`config.mk`:
```
export PLATFORM = sky130hd
export DESIGN_NAME = css_serial_slave
export DESIGN_NICKNAME = d
export VERILOG_FILES = /design/src/css_pkg.sv /design/src/css_serial_slave.sv
export VERILOG_INCLUDE_DIRS = /design/src
export SDC_FILE = /design/constraint.sdc
export NUM_CORES = 1
export LEC_CHECK = 0
export BUFFER_PORTS_ARGS = -buffer_cell sky130_fd_sc_hd__buf_2
export CAP_MARGIN = 10
export CORE_MARGIN = 8
export CORE_UTILIZATION = 57
export CTS_BUF_LIST = sky130_fd_sc_hd__clkbuf_8
export CTS_CLUSTER_DIAMETER = 120
export DETAILED_ROUTE_END_ITERATION = 10
export PLACE_DENSITY = 0.9
export SLEW_MARGIN = 20
export SYNTH_ARGS = -nofsm -noshare
export SYNTH_HDL_FRONTEND = slang
export SYNTH_SLANG_ARGS = --single-unit
```
`constraint.sdc`:
```
create_clock -name CLK_SYS -period 2.3 [get_ports CLK_SYS]
set_input_delay 0.46 -clock CLK_SYS [delete_from_list [all_inputs] [get_ports CLK_SYS]]
set_output_delay 0.46 -clock CLK_SYS [all_outputs]
set_load 0.01 [all_outputs]
```
`src/css_map.svh`:
```
// Summary of operation
// RULE1: Writing 02 hex to the trigger register starts conversion of all three channels.
// RULE2: The trigger register returns to 00 hex by itself when conversion finishes.
// RULE3: Red result reads at 44 hex, green at 43 hex, blue at 42 hex.
// RULE4: The port is always a slave transceiver, up to 100 kbit per second. The bench master uses 800 ns slots, about 1.25 Mbit per second.
// RULE5: Data is open-drain with pull-up; idle bus rests with both lines high.
// RULE6: Start is data falling while clock is high.
// RULE7: Stop is data rising while clock is high; bus becomes free.
// RULE8: Repeated start behaves as start: address reception restarts, bus stays busy.
// RULE9: Data only changes while clock is low and stays stable while high.
// RULE10: Bytes are eight bits, most significant first, plus one acknowledge slot.
// RULE11: Slave drives data only to acknowledge writes or send requested read data.
// RULE12: Master changes data on clock fall and samples slave data on clock rise.
// RULE13: The receiving party pulls data low in the ninth clock to acknowledge.
// RULE14: After a missing slave acknowledge the master stops or repeats start.
// RULE15: Master ends a read with not-acknowledge; slave then releases data.
// RULE16: Master clocks every acknowledge bit, including those the slave drives.
// RULE17: First byte holds seven address bits then direction: one read, zero write.
// RULE18: On address match the slave acknowledges and takes the direction given.
// RULE19: The slave answers to seven-bit address 58 hex.
// RULE20: Write: address, register address, one data byte, each acknowledged, then stop.
// RULE21: Read: write register address, repeated start, read address, data, not-acknowledge.
// RULE22: Low reset clears all registers asynchronously; pulse lasts at least one microsecond. The bench's first reset pulse lasts only 400 ns.
// RULE23: While sleep is high, analog is powered down and core logic frozen.
// RULE24: Mismatched address is not acknowledged; transfer ignored until next start.
// RULE25: Clock and data inputs are synchronised and edge-detected before decoding.
`ifndef CSS_MAP_SVH
`define CSS_MAP_SVH
`define CSS_CLK_MHZ 10
`define CSS_SLAVE_ADDR 7'h58
`define CSS_REG_TRIGGER 8'h02
`define CSS_REG_BLUE 8'h42
`define CSS_REG_GREEN 8'h43
`define CSS_REG_RED 8'h44
`define CSS_TRIG_START 8'h02
`define CSS_TRIG_IDLE 8'h00
`define CSS_RESULT_RST 8'h00
`define CSS_READ_UNMAPPED 8'h00
`define CSS_BITS_PER_BYTE 4'h8
`define CSS_CONV_TIME_US 100
`define CSS_CONV_CYCLES (`CSS_CONV_TIME_US * `CSS_CLK_MHZ)
`define CSS_RESET_TIME_US 1
`define CSS_RESET_CYCLES (`CSS_RESET_TIME_US * `CSS_CLK_MHZ)
`endif

```
`src/css_pkg.sv`:
```
`default_nettype none
package css_pkg;
  typedef enum logic [2:0] {
    ST_IDLE,
    ST_RX,
    ST_ACK,
    ST_TX,
    ST_TXACK
  } css_state_t;
  typedef logic [7:0] css_byte_t;
endpackage
`default_nettype wire

```
`src/css_serial_slave.sv`:
```
`timescale 1ns/10ps
`default_nettype none
`include "css_map.svh"
module css_serial_slave
(
  // System clock and reset.
  input wire logic CLK_SYS,
  input wire logic RST_N,
  // Power control.
  input wire logic SLEEP,
  output logic ANALOG_PD,
  // Serial clock pin.
  input wire logic SERIAL_CLOCK_PIN,
  // Serial data pin, open drain.
  input wire logic SERIAL_DATA_PIN_IN,
  output logic SERIAL_DATA_PIN_OUT,
  output logic SERIAL_DATA_PIN_OE,
  // Converter channel values and conversion status.
  input wire logic [7:0] ADC_RED,
  input wire logic [7:0] ADC_GREEN,
  input wire logic [7:0] ADC_BLUE,
  output logic CONV_BUSY
);

  localparam int unsigned CONV_CYCLES = `CSS_CONV_CYCLES;
  localparam logic [9:0] CONV_LOAD = 10'(CONV_CYCLES);

  function automatic css_pkg::css_byte_t read_mux(input css_pkg::css_byte_t addr,
    input css_pkg::css_byte_t trig, input css_pkg::css_byte_t red,
    input css_pkg::css_byte_t green, input css_pkg::css_byte_t blue);
    css_pkg::css_byte_t val;
    val = `CSS_READ_UNMAPPED;
    if (addr == `CSS_REG_TRIGGER)
      val = trig;
    else if (addr == `CSS_REG_RED)
      val = red;
    else if (addr == `CSS_REG_GREEN)
      val = green;
    else if (addr == `CSS_REG_BLUE)
      val = blue;
    return val;
  endfunction

  // Synchronisers: q1 feeds q2 only, q3 keeps the previous synchronised value.
  logic scl_q1_r, scl_q2_r, scl_q3_r;
  logic sda_q1_r, sda_q2_r, sda_q3_r;
  logic slp_q1_r, slp_q2_r;

  always_ff @(posedge CLK_SYS or negedge RST_N)
  begin
    if (!RST_N)
    begin
      scl_q1_r <= 1'b1;
      scl_q2_r <= 1'b1;
      scl_q3_r <= 1'b1;
      sda_q1_r <= 1'b1;
      sda_q2_r <= 1'b1;
      sda_q3_r <= 1'b1;
      slp_q1_r <= 1'b0;
      slp_q2_r <= 1'b0;
    end
    else
    begin
      scl_q1_r <= SERIAL_CLOCK_PIN; // [RULE25]
      scl_q2_r <= scl_q1_r;
      scl_q3_r <= scl_q2_r;
      sda_q1_r <= SERIAL_DATA_PIN_IN;
      sda_q2_r <= sda_q1_r;
      sda_q3_r <= sda_q2_r;
      slp_q1_r <= SLEEP;
      slp_q2_r <= slp_q1_r;
    end
  end

  // Sleep freezes every state register below; only the synchronisers keep running.
  wire core_en = ~slp_q2_r; // [RULE23]
  wire scl_rise = core_en & scl_q2_r & ~scl_q3_r; // [RULE25]
  wire scl_fall = core_en & ~scl_q2_r & scl_q3_r;
  wire start_det = core_en & scl_q2_r & scl_q3_r & sda_q3_r & ~sda_q2_r; // [RULE6]
  wire stop_det = core_en & scl_q2_r & scl_q3_r & ~sda_q3_r & sda_q2_r; // [RULE7]

  css_pkg::css_state_t state_r, state_nxt;
  logic [3:0] bit_cnt_r, bit_cnt_nxt;
  css_pkg::css_byte_t shift_r, shift_nxt;
  css_pkg::css_byte_t ptr_r, ptr_nxt;
  logic first_r, first_nxt;
  logic have_reg_r, have_reg_nxt;
  logic rw_r, rw_nxt;
  logic nack_r, nack_nxt;
  logic oe_r, oe_nxt;
  logic wr_en;
  css_pkg::css_byte_t trig_r, red_r, green_r, blue_r;
  logic [9:0] conv_cnt_r;

  wire byte_done = (bit_cnt_r == `CSS_BITS_PER_BYTE);
  wire addr_match = (shift_r[7:1] == `CSS_SLAVE_ADDR); // [RULE19]
  wire css_pkg::css_byte_t rd_data = read_mux(ptr_r, trig_r, red_r, green_r, blue_r);
  wire css_pkg::css_byte_t ptr_inc = ptr_r + 8'h01;
  wire css_pkg::css_byte_t next_data = read_mux(ptr_inc, trig_r, red_r, green_r, blue_r);

  always_comb
  begin
    state_nxt = state_r;
    bit_cnt_nxt = bit_cnt_r;
    shift_nxt = shift_r;
    ptr_nxt = ptr_r;
    first_nxt = first_r;
    have_reg_nxt = have_reg_r;
    rw_nxt = rw_r;
    nack_nxt = nack_r;
    oe_nxt = oe_r;
    wr_en = 1'b0;
    if (start_det)
    begin
      // A repeated start is handled exactly like a first start.
      state_nxt = css_pkg::ST_RX; // [RULE8]
      bit_cnt_nxt = 4'h0;
      first_nxt = 1'b1;
      have_reg_nxt = 1'b0;
      oe_nxt = 1'b0;
    end
    else if (stop_det)
    begin
      state_nxt = css_pkg::ST_IDLE; // [RULE7]
      oe_nxt = 1'b0;
    end
    else
    begin
      unique case (state_r)
        css_pkg::ST_IDLE:
        begin
          oe_nxt = 1'b0;
        end
        css_pkg::ST_RX:
        begin
          if (scl_rise && !byte_done)
          begin
            shift_nxt = {shift_r[6:0], sda_q2_r}; // [RULE10]
            bit_cnt_nxt = bit_cnt_r + 4'h1;
          end
          else if (scl_fall && byte_done)
          begin
            state_nxt = css_pkg::ST_ACK;
            oe_nxt = 1'b1; // [RULE13]
            if (first_r)
            begin
              if (addr_match)
                rw_nxt = shift_r[0]; // [RULE17] [RULE18] [RULE4]
              else
              begin
                state_nxt = css_pkg::ST_IDLE; // [RULE24]
                oe_nxt = 1'b0;
              end
            end
            else if (!have_reg_r)
            begin
              ptr_nxt = shift_r;
              have_reg_nxt = 1'b1;
            end
            else
              wr_en = 1'b1; // [RULE20]
          end
        end
        css_pkg::ST_ACK:
        begin
          if (scl_fall)
          begin
            bit_cnt_nxt = 4'h0;
            first_nxt = 1'b0;
            if (rw_r)
            begin
              state_nxt = css_pkg::ST_TX; // [RULE21]
              shift_nxt = rd_data;
              oe_nxt = ~rd_data[7]; // [RULE11]
            end
            else
            begin
              state_nxt = css_pkg::ST_RX;
              oe_nxt = 1'b0;
            end
          end
        end
        css_pkg::ST_TX:
        begin
          if (scl_rise)
            bit_cnt_nxt = bit_cnt_r + 4'h1;
          else if (scl_fall)
          begin
            if (byte_done)
            begin
              state_nxt = css_pkg::ST_TXACK;
              oe_nxt = 1'b0;
            end
            else
            begin
              shift_nxt = {shift_r[6:0], 1'b0};
              oe_nxt = ~shift_r[6]; // [RULE9]
            end
          end
        end
        css_pkg::ST_TXACK:
        begin
          if (scl_rise)
            nack_nxt = sda_q2_r;
          else if (scl_fall)
          begin
            if (nack_r)
              state_nxt = css_pkg::ST_IDLE; // [RULE15]
            else
            begin
              // The master asked for more: the next register's first bit must be on the
              // wire before the coming clock rise, so it is loaded at this fall.
              state_nxt = css_pkg::ST_TX;
              bit_cnt_nxt = 4'h0;
              ptr_nxt = ptr_inc;
              shift_nxt = next_data;
              oe_nxt = ~next_data[7]; // [RULE11]
            end
          end
        end
      endcase
    end
  end

  always_ff @(posedge CLK_SYS or negedge RST_N)
  begin
    if (!RST_N)
    begin
      state_r <= css_pkg::ST_IDLE; // [RULE22]
      bit_cnt_r <= 4'h0;
      shift_r <= 8'h00;
      ptr_r <= 8'h00;
      first_r <= 1'b0;
      have_reg_r <= 1'b0;
      rw_r <= 1'b0;
      nack_r <= 1'b1;
      oe_r <= 1'b0;
    end
    else
    begin
      state_r <= state_nxt;
      bit_cnt_r <= bit_cnt_nxt;
      shift_r <= shift_nxt;
      ptr_r <= ptr_nxt;
      first_r <= first_nxt;
      have_reg_r <= have_reg_nxt;
      rw_r <= rw_nxt;
      nack_r <= nack_nxt;
      oe_r <= oe_nxt;
    end
  end

  wire trig_wr = wr_en & (ptr_r == `CSS_REG_TRIGGER);
  wire conv_go = trig_wr & (shift_r == `CSS_TRIG_START); // [RULE1]
  wire conv_done = core_en & (conv_cnt_r == 10'h001);

  // A trigger write in the finishing cycle wins over the self clear.
  always_ff @(posedge CLK_SYS or negedge RST_N)
  begin
    if (!RST_N)
    begin
      trig_r <= `CSS_TRIG_IDLE;
      conv_cnt_r <= 10'h000;
      red_r <= `CSS_RESULT_RST;
      green_r <= `CSS_RESULT_RST;
      blue_r <= `CSS_RESULT_RST;
    end
    else if (core_en)
    begin
      if (trig_wr)
        trig_r <= shift_r;
      else if (conv_done)
        trig_r <= `CSS_TRIG_IDLE; // [RULE2]
      if (conv_go)
        conv_cnt_r <= CONV_LOAD; // [RULE1]
      else if (conv_cnt_r != 10'h000)
        conv_cnt_r <= conv_cnt_r - 10'h001;
      if (conv_done)
      begin
        red_r <= ADC_RED; // [RULE3]
        green_r <= ADC_GREEN;
        blue_r <= ADC_BLUE;
      end
    end
  end

  // The pin is only ever pulled low; a high level comes from the pull-up.
  assign SERIAL_DATA_PIN_OUT = 1'b0; // [RULE5]
  assign SERIAL_DATA_PIN_OE = oe_r; // [RULE11]
  assign CONV_BUSY = (conv_cnt_r != 10'h000);
  assign ANALOG_PD = slp_q2_r; // [RULE23]
endmodule
`default_nettype wire

```
## Word level (Yosys, flattened, before mapping)

Index checks and enable logic that the tools add are counted.

| cells by class | value |
|---|---|
| reduce and logical (&&, ||, !) cells | 27 |
| equal/unequal tests | 47 |
| bitwise operators | 23 |
| shift operators | 0 |
| add/sub/neg operators | 3 |
| divide/modulo/power cells | 0 |
| multipliers | 0 |
| order comparisons | 0 |
| multiplexer cells | 86 |

Operator list:

| cell | count |
|---|---|
| $mux W8 | 26 |
| $eq A8 B7 Y1 const B | 6 |
| $ne A4 B4 Y1 const B | 9 |
| $mux W4 | 8 |
| $ne A2 B2 Y1 const B | 16 |
| $pmux W8 S4 | 1 |
| $mux W1 | 31 |
| $mux W3 | 10 |
| $eq A8 B2 Y1 const B | 3 |
| $mux W10 | 2 |
| $ne A3 B3 Y1 const B | 6 |
| $pmux W4 S4 | 1 |
| $pmux W8 S2 | 1 |
| $reduce_and A8 Y1 | 2 |
| $reduce_bool A2 Y1 | 7 |
| $and A1 B1 Y1 | 12 |
| $pmux W3 S4 | 1 |
| $reduce_and A12 Y1 | 1 |
| $not A1 Y1 | 11 |
| $eq A10 B1 Y1 const B | 1 |
| $reduce_and A10 Y1 | 1 |
| $reduce_bool A10 Y1 | 1 |
| $sub A10 B1 Y10 const B | 1 |
| $reduce_and A9 Y1 | 1 |
| other kinds (20) | 27 |

| word-level totals | value |
|---|---|
| word-level logic and storage cells | 208 |
| memories | 0 |
| flip-flop bits (word level) | 78 |
| input bits | 29 |
| latch bits | 0 |
| RAM bits | 0 |
| output and inout port bits | 4 |
| bits in read-only memories | 0 |

## Logic depth before layout (Yosys ltp)

Gate-level depths: netlist of the first run.

| depth | value |
|---|---|
| depth after elaboration | 13 |
| mapped depth | 9 |
| gate-level depth less buffers | 8 |

## Least setup slack after synthesis of the first run

Ideal clock, no wire load.

| timing | value |
|---|---|
| path kind | reg-to-reg |
| start point | reg ptr_r[0] |
| end point | reg conv_cnt_r[1] |
| data arrival time | 2.030 ns |
| library setup time | 0.130 ns |
| clock period less this slack | 2.160 ns |
| stages on the path, launching flop included | 10 |
| path buffers | 1 |
| data required time | 2.170 ns |
| slack | 0.140 ns |
| cell sequence | dfrtp_1 inv_1 ha_1 buf_2 nor4b_1 nand3_1 nor2_1 nand2_1 a21oi_1 o22ai_1 |

| between the ends | value |
|---|---|
| cells in the longest elaborated chain, start to end | 5 |
| elaborated cells on any way between the ends | 6 |
| those cells by class | eq/ne: 1; mux: 1; bitwise: 2; reduce/logical: 2 |

RTL lines:

| element | RTL line | RTL |
|---|---|---|
| start, declared | css_serial_slave.sv:85 | `css_pkg::css_byte_t ptr_r, ptr_nxt;` |
| start signal, assigned | css_serial_slave.sv:244 | `ptr_r <= ptr_nxt;` |
| $eq A8 B2 Y1 (no line) * | -- |  |
| $and A1 B1 Y1 * | css_serial_slave.sv:253 | `` wire trig_wr = wr_en & (ptr_r == `CSS_REG_TRIGGER); `` |
| $and A1 B1 Y1 * | css_serial_slave.sv:254 | `` wire conv_go = trig_wr & (shift_r == `CSS_TRIG_START); `` |
| $reduce_bool A2 Y1 (no line) | -- |  |
| $reduce_and A2 Y1 (no line) | -- |  |
| end signal, assigned | css_serial_slave.sv:277 | `conv_cnt_r <= conv_cnt_r - 10'h001;` |
| end, declared | css_serial_slave.sv:93 | `logic [9:0] conv_cnt_r;` |

Mark *: on every way between the ends. The rest lies on a longest branch, timed or not.
A chain may end at the register's enable or synchronous reset.

## Worst setup path after layout of the first run

| timing | value |
|---|---|
| start point | reg conv_cnt_r[6] |
| end point | out CONV_BUSY |

| between the ends | value |
|---|---|
| cells in the longest elaborated chain, start to end | 1 |

RTL lines:

| element | RTL line | RTL |
|---|---|---|
| $reduce_bool A10 Y1 | css_serial_slave.sv:290 | `assign CONV_BUSY = (conv_cnt_r != 10'h000);` |
| end, declared | css_serial_slave.sv:22 | `output logic CONV_BUSY` |

No other way between the ends.

==> impl_metrics.toml, run 1 <==
[outcome]
outcome = "finished clean"

[timing]
setup_viol = 0
rsz0062_at_grt = "true"
hold_violations = 0
timing.fmax_mhz = 438
relSlewSlack_pct = 63.2
worstMarginPinSlew_ns = 0.550
slew_viol_final = 0
fin_crit_sh_pct = 99.2
fin_crit_ns = 2.28
skew_ns = 0.0167

[synth]
synth_ff_type = "dfrtp_1"
synth_cells = 475
syn-num-nets = 513
synth-xor-area-share_pct = 2.63
synth_compound_area_share_pct = 21.2
synth_warnings = 0
avgSynthCellArea_um2 = 9.81
ys_async_sr_fraction_pct = 100
ys_ff_latch = 78
yosysTopAreaCellShare_pct = 38.1
synth_sequential_area_ratio_pct = 42.1
synth_area_leaders = "dfrtp_1, mux2_2, dfstp_2, nand2_1, o21ai_0"
synth-simple-area-share_pct = 19.0
yosysMostFrequentCell = "dfrtp_1"
netlist_area_um2 = 4660
yosys-top-cells-count = "dfrtp_1, nand2_1, o21ai_0"
synth_top_family_by_area = "compound AO/OA/AOI/OAI gates"
synth_top_area_cell = "dfrtp_1"
muxShareOfSynthArea_pct = 7.84
synth_edf_count = 0
synth_cell_types = 73
synthAdderAreaFrac_pct = 2.42

[clock_network]
clockBufferDepth = 2
clock_sink_count = 78
tritoncts = "built"
clock_latency_ns = 0.37
htreeDepth = 3
cts_buffers = 9
clk_pin_slew_ns = 0.10
cts-root-buf = "clkbuf_8"
cts_hold_buf = 0

[grt]
grt_pass1_wl_um = 21100
grt_pass1_vias = 4121
antenna_found_initial = 0
grt_usage_pct = 23.1
grt_max_degree = 47
overflow = 0

[final_layout]
design_area_um2 = 5490
utilization_pct = 68.1
layout-drive-gt1-share_pct = 29.9
diodes = 0
nets = 572
syn2layout_area_growth_pct = 17.7

[power_and_ir_drop]
p_int_uw = 3370
p_sw_uw = 2420
vdd_drop_max_mv = 0.663
p_per_area_nw_per_um2 = 1060
pwr-share-seq_pct = 36.4
combPwrFrac_pct = 42.4
netSwitchingFraction_pct = 41.8
clockPowerShare_pct = 21.2
p_leak_uw = 0.00240

[worst_setup_path]
startpoint_type = "register"
r2r_start = "ptr_r[1]$_DFFE_PN0P_"
crit_required_ns = 1.84
arrival_ns = 1.82
critPathLaunch = "conv_cnt_r[6]$_DFFE_PN0P_"
crit_fanout = 4
crit_type = "register to output port"
r2r_slack_ns = 0.04
cp-end-kind = "output port"

[die]
start_util_pct = 57.9
num_io_pins = 33
rows = 33
die_h_um = 106
die_w_um = 106
dieArea_um2 = 11300
core_area_um2 = 8050

[detailed_routing]
drc = 0
ant_nets = 0
wire_per_inst_um = 20.1
drtPass1Iterations = 6
routed_wl_um = 12900
viasPerCell = 6.63
vias = 4268
drt_iter0_drc = 475

[place]
gp_congestion = 1.02
place_area_um2 = 5090
numPortBuffers = 31
place_hpwl_um = 8860

[run]
drv_cap = 0

[hold_path]
holdCritPathClass = "input port to asynchronous set/reset pin"
==> routing by layer <==
layer | GRT usage (%) | vias to the layer above | share of wire, %
met5 | 0 | - | 0
met1 | 29.4 | 2029 | 40
met2 | 36.6 | 292 | 49
met4 | 11.4 | 0 | 3.1
li1 | - | 1897 | -
met3 | 4.84 | 50 | 8.6
==> stage by stage <==
stage	cells	hold slack, ns	TNS, ns	setup slack [ns]	total power, µW
3_5_place_dp	620	0.343	-1.01	-0.210	4310
5_1_grt	644	0.0665	-0.0566	-0.0332	6080
6_report	644	0.0237	0	0.0180	5790
2_1_floorplan	475	0.164	0	0.140	3570
4_1_cts	642	0.0392	0	0.00302	5610
3_3_place_gp	620	0.333	0	0.0531	4190
==> timing repair <==
| item | 4_1_cts | 5_1_grt |
|---|---|---|
| gates resized for setup | 11 | 18 |
| setup endpoints to repair | 8 | 47 |
| buffers inserted | 6 | 2 |
| pin swaps | 3 | 4 |
==> cells by family (layout without fill, tap and decap cells) <==
kind of cell / count (synthesis) / after routing
AOI/OAI and AO/OA: 137 / 137
muxes: 33 / 33
adders and majority gates: 9 / 9
and+or+nand+nor: 158 / 158
buffers and inverters: 45 / 109
xor gates and xnor gates: 14 / 14
other: 1 / 1
DFF: 78 / 78
==> final timing paths <==
path                                           to  cells past startpoint
setup / recovery                        CONV_BUSY                      4
hold / removal               ptr_r[1]$_DFFE_PN0P_                      1
setup reg to reg           shift_r[4]$_DFFE_PN0P_                      8
hold reg to reg                scl_q2_r$_DFF_PN1_                      0
max in group asynchronous    red_r[1]$_DFFE_PN0P_                      2
min in group CLK_SYS           scl_q1_r$_DFF_PN1_                      1
==> cells in the final DEF, fill, tap and decap left out, types with 5 or more instances in the layout <==
cell type | synthesis | final
o21ai_0 | 32 | 29
o22ai_1 | 5 | 5
nor3_1 | 12 | 9
ha_1 | 9 | 6
nand2_1 | 43 | 42
clkbuf_8 | 0 | 9
nor2_1 | 30 | 30
buf_2 | 9 | 30
a22o_1 | 17 | 17
dfrtp_1 | 71 | 68
a22oi_1 | 13 | 12
a31oi_1 | 8 | 8
xnor2_1 | 7 | 7
nand3_1 | 10 | 10
inv_1 | 19 | 17
dfstp_2 | 7 | 7
buf_4 | 6 | 41
mux2_2 | 28 | 28
a32o_1 | 7 | 7
o211ai_1 | 5 | 5
nor3b_1 | 5 | 5
a21oi_1 | 16 | 16
nand3b_1 | 5 | 5
mux2i_1 | 5 | 5
nor4_1 | 6 | 5
xor2_1 | 7 | 7
==> worst max-delay path, stage by stage, from the launching register on <==
cell     delay [ns]
dfrtp_1        0.41
or4_4          0.57
nor4_4         0.27
inv_1          0.06
buf_2          0.14
==> power by group through the flow <==
stage          registers (µW)  clock network [µW]  logic [µW]
2_1_floorplan            1930                   0        1640
6_report                 2110                1230        2450
4_1_cts                  2060                1230        2320
5_1_grt                  2140                1290        2650
3_5_place_dp             2080                   0        2230
3_3_place_gp             2060                   0        2130
==> final cells by class <==
| type | count | area (µm²) |
|---|---|---|
| clock buffer | 9 | 124 |
| inverter | 20 | 75.1 |
| tap | 105 | 131 |
| multi-input combinational | 352 | 2580 |
| clock inverter | 7 | 111 |
| sequential | 78 | 1960 |
| timing repair buffer | 73 | 498 |
| fill | 543 | 2570 |
==> state kept, by name, indices dropped and copies added (netlist names), 3 cells and up <==
signal and count:
ptr_r 8, shift_r 8, trig_r 8, red_r 8
state_r 3, conv_cnt_r 10, bit_cnt_r 4, green_r 8
blue_r 8
Note: power is estimated with default switching activity, not from simulation.
==> run 2: changes to the inputs <==
- CORE_MARGIN: 8 -> 2
==> run 2 against run 1 <==
Against the previous run:
- die area decreased by 21%
- global-route usage grew 7.1 points
- cell count grew 0.93%
- hold slack better by 0.16 ns
- critical endpoint unchanged
- highest routed layer unchanged
==> impl_metrics.toml, run 2 (synthesized netlist as in run 1, its figures left out) <==
[hold_path]
holdCritPathClass = "input port to register"

[die]
start_util_pct = 59.7
die_w_um = 94.4
dieArea_um2 = 8910
die_h_um = 94.4
rows = 32
core_area_um2 = 7810
num_io_pins = 33

[worst_setup_path]
cp_slowest_cell = "or4_4"
cp-end-kind = "output port"
max_stage_delay_ns = 0.59
path_cells = "or4_4, nor4_4, inv_1, buf_2"
arrival_ns = 1.81
crit_required_ns = 1.84
crit_fanout = 4
crit_type = "register to output port"
startpoint_type = "register"
critPathLaunch = "conv_cnt_r[7]$_DFFE_PN0P_"
rr_worst_depth = 9
cp-endpoint = "CONV_BUSY"
r2r_slack_ns = 0.06
r2r_end = "shift_r[4]$_DFFE_PN0P_"
r2r_start = "ptr_r[0]$_DFFE_PN0P_"

[power_and_ir_drop]
vdd_drop_max_mv = 0.760
combPwrFrac_pct = 43.3
pwr-share-seq_pct = 37.5
p_leak_uw = 0.00243
p_sw_uw = 2380
netSwitchingFraction_pct = 42.2
p_int_uw = 3270
clockPowerShare_pct = 19.2
p_per_area_nw_per_um2 = 1020
power_uw = 5650

[timing]
rsz0062_at_grt = "true"
slew_viol_final = 0
skew_ns = 0.0124
relSlewSlack_pct = 61.9
hold_violations = 0
worstMarginPinSlew_ns = 0.566
fin_crit_sh_pct = 98.6
fin_crit_ns = 2.27
setup_viol = 0
timing.fmax_mhz = 441

[place]
numPortBuffers = 31
gp_congestion = 0.989
place_hpwl_um = 9080
place_area_um2 = 5160

[final_layout]
final_common_cell = "dfrtp_1"
nFillCells = 545
largest_reg_flops = 10
final_cell_mix = "dfrtp_1, buf_4, nand2_1"
diodes = 0
layout-drive-gt1-share_pct = 30.7
top_register = "conv_cnt_r"
nets = 581
design_area_um2 = 5530
syn2layout_area_growth_pct = 18.6

[detailed_routing]
vias = 4300
viasPerCell = 6.62
drtPass1Iterations = 6
routed_wl_um = 13100
drc = 0
drt_iter0_drc = 494
ant_nets = 0
wire_per_inst_um = 20.1

[clock_network]
clk_pin_slew_ns = 0.08
clock_sink_count = 78
clock_latency_ns = 0.37
clockBufferDepth = 2
cts_buffers = 9
htreeDepth = 3
cts-root-buf = "clkbuf_8"
tritoncts = "built"

[grt]
antenna_found_initial = 0
grt_pass1_wl_um = 20600
overflow = 0
grt_max_degree = 39
grt_usage_pct = 30.1
grt_pass1_vias = 4256

[run]
drv_cap = 0

[outcome]
outcome = "finished clean"
==> run 2: changes by cell type in the layout (fill, tap and decap cells not counted), sizes merged <==
cell,change
inv,-1
clkinv,+1
bufinv,-1
buf,+8
dlygate4sd3,+1
clkinvlp,+1
==> run 2: area by class of cell <==
| class | count | area (µm²) | area share (%) |
|---|---|---|---|
| Tap cell | 102 | 128 | 2.31 |
| Multi-Input combinational cell | 352 | 2590 | 46.8 |
| Inverter | 20 | 75.1 | 1.36 |
| Timing Repair Buffer | 82 | 568 | 10.3 |
| Sequential cell | 78 | 1960 | 35.5 |
| Clock inverter | 7 | 80.1 | 1.45 |
| Clock buffer | 9 | 124 | 2.24 |
==> run 2: repair_timing <==
action                                  CTS  global route
buffers inserted                          4             2
endpoints found under the setup margin    8            44
gates cloned                              0             0
pin swaps                                 1             3
resized for setup                        10            19
hold buffers                              1             0
endpoints found under the hold margin    18             0
==> run 2: worst max-delay path: cells and delay by family, from the launching register on <==
kind / cells / cell delay [ns]
DFF: 1 / 0.42
and+or+nand+nor: 2 / 0.83
buffers and inverters: 2 / 0.20
==> run 2: how the worst min path moves through the flow <==
stage	from	to	cells after the start
floorplan	RST_N	ANALOG_PD$_DFF_PN0_	0
global placement	slp_q1_r$_DFF_PN0_	ANALOG_PD$_DFF_PN0_	0
detailed placement	slp_q1_r$_DFF_PN0_	ANALOG_PD$_DFF_PN0_	0
CTS	SERIAL_DATA_PIN_IN	sda_q1_r$_DFF_PN1_	1
global route	SERIAL_CLOCK_PIN	scl_q1_r$_DFF_PN1_	1
finish	SERIAL_DATA_PIN_IN	sda_q1_r$_DFF_PN1_	1
==> run 2: stage by stage <==
| stage | TNS, ns | setup slack, ns | hold WS, ns | cells | util, % |
|---|---|---|---|---|---|
| 3_3_place_gp | 0 | 0.0276 | 0.332 | 627 | 66.1 |
| 5_1_grt | -0.0198 | -0.0198 | 0.170 | 650 | 70.8 |
| 2_1_floorplan | 0 | 0.140 | 0.164 | 475 | - |
| 4_1_cts | 0 | 0.00822 | 0.179 | 648 | 69.6 |
| 6_report | 0 | 0.0327 | 0.185 | 650 | 70.8 |
| 3_5_place_dp | -0.126 | -0.0401 | 0.339 | 627 | 66.1 |
==> run 2: power groups by stage <==
stage / sequential, µW / combinational, µW / clock (µW)
global placement: 2080 / 2160 / 0
detailed placement: 2100 / 2260 / 0
floorplan: 1930 / 1640 / 0
finish: 2120 / 2450 / 1090
global route: 2150 / 2640 / 1140
CTS: 2080 / 2320 / 1080
==> run 2: layer usage <==
layer | vias to the layer above | track usage [%] | part of all wire [%]
met5 | - | 0 | 0
met1 | 2102 | 39.9 | 40
li1 | 1904 | - | -
met2 | 250 | 48.5 | 49
met3 | 44 | 4.87 | 8.0
met4 | 0 | 14.7 | 3.1
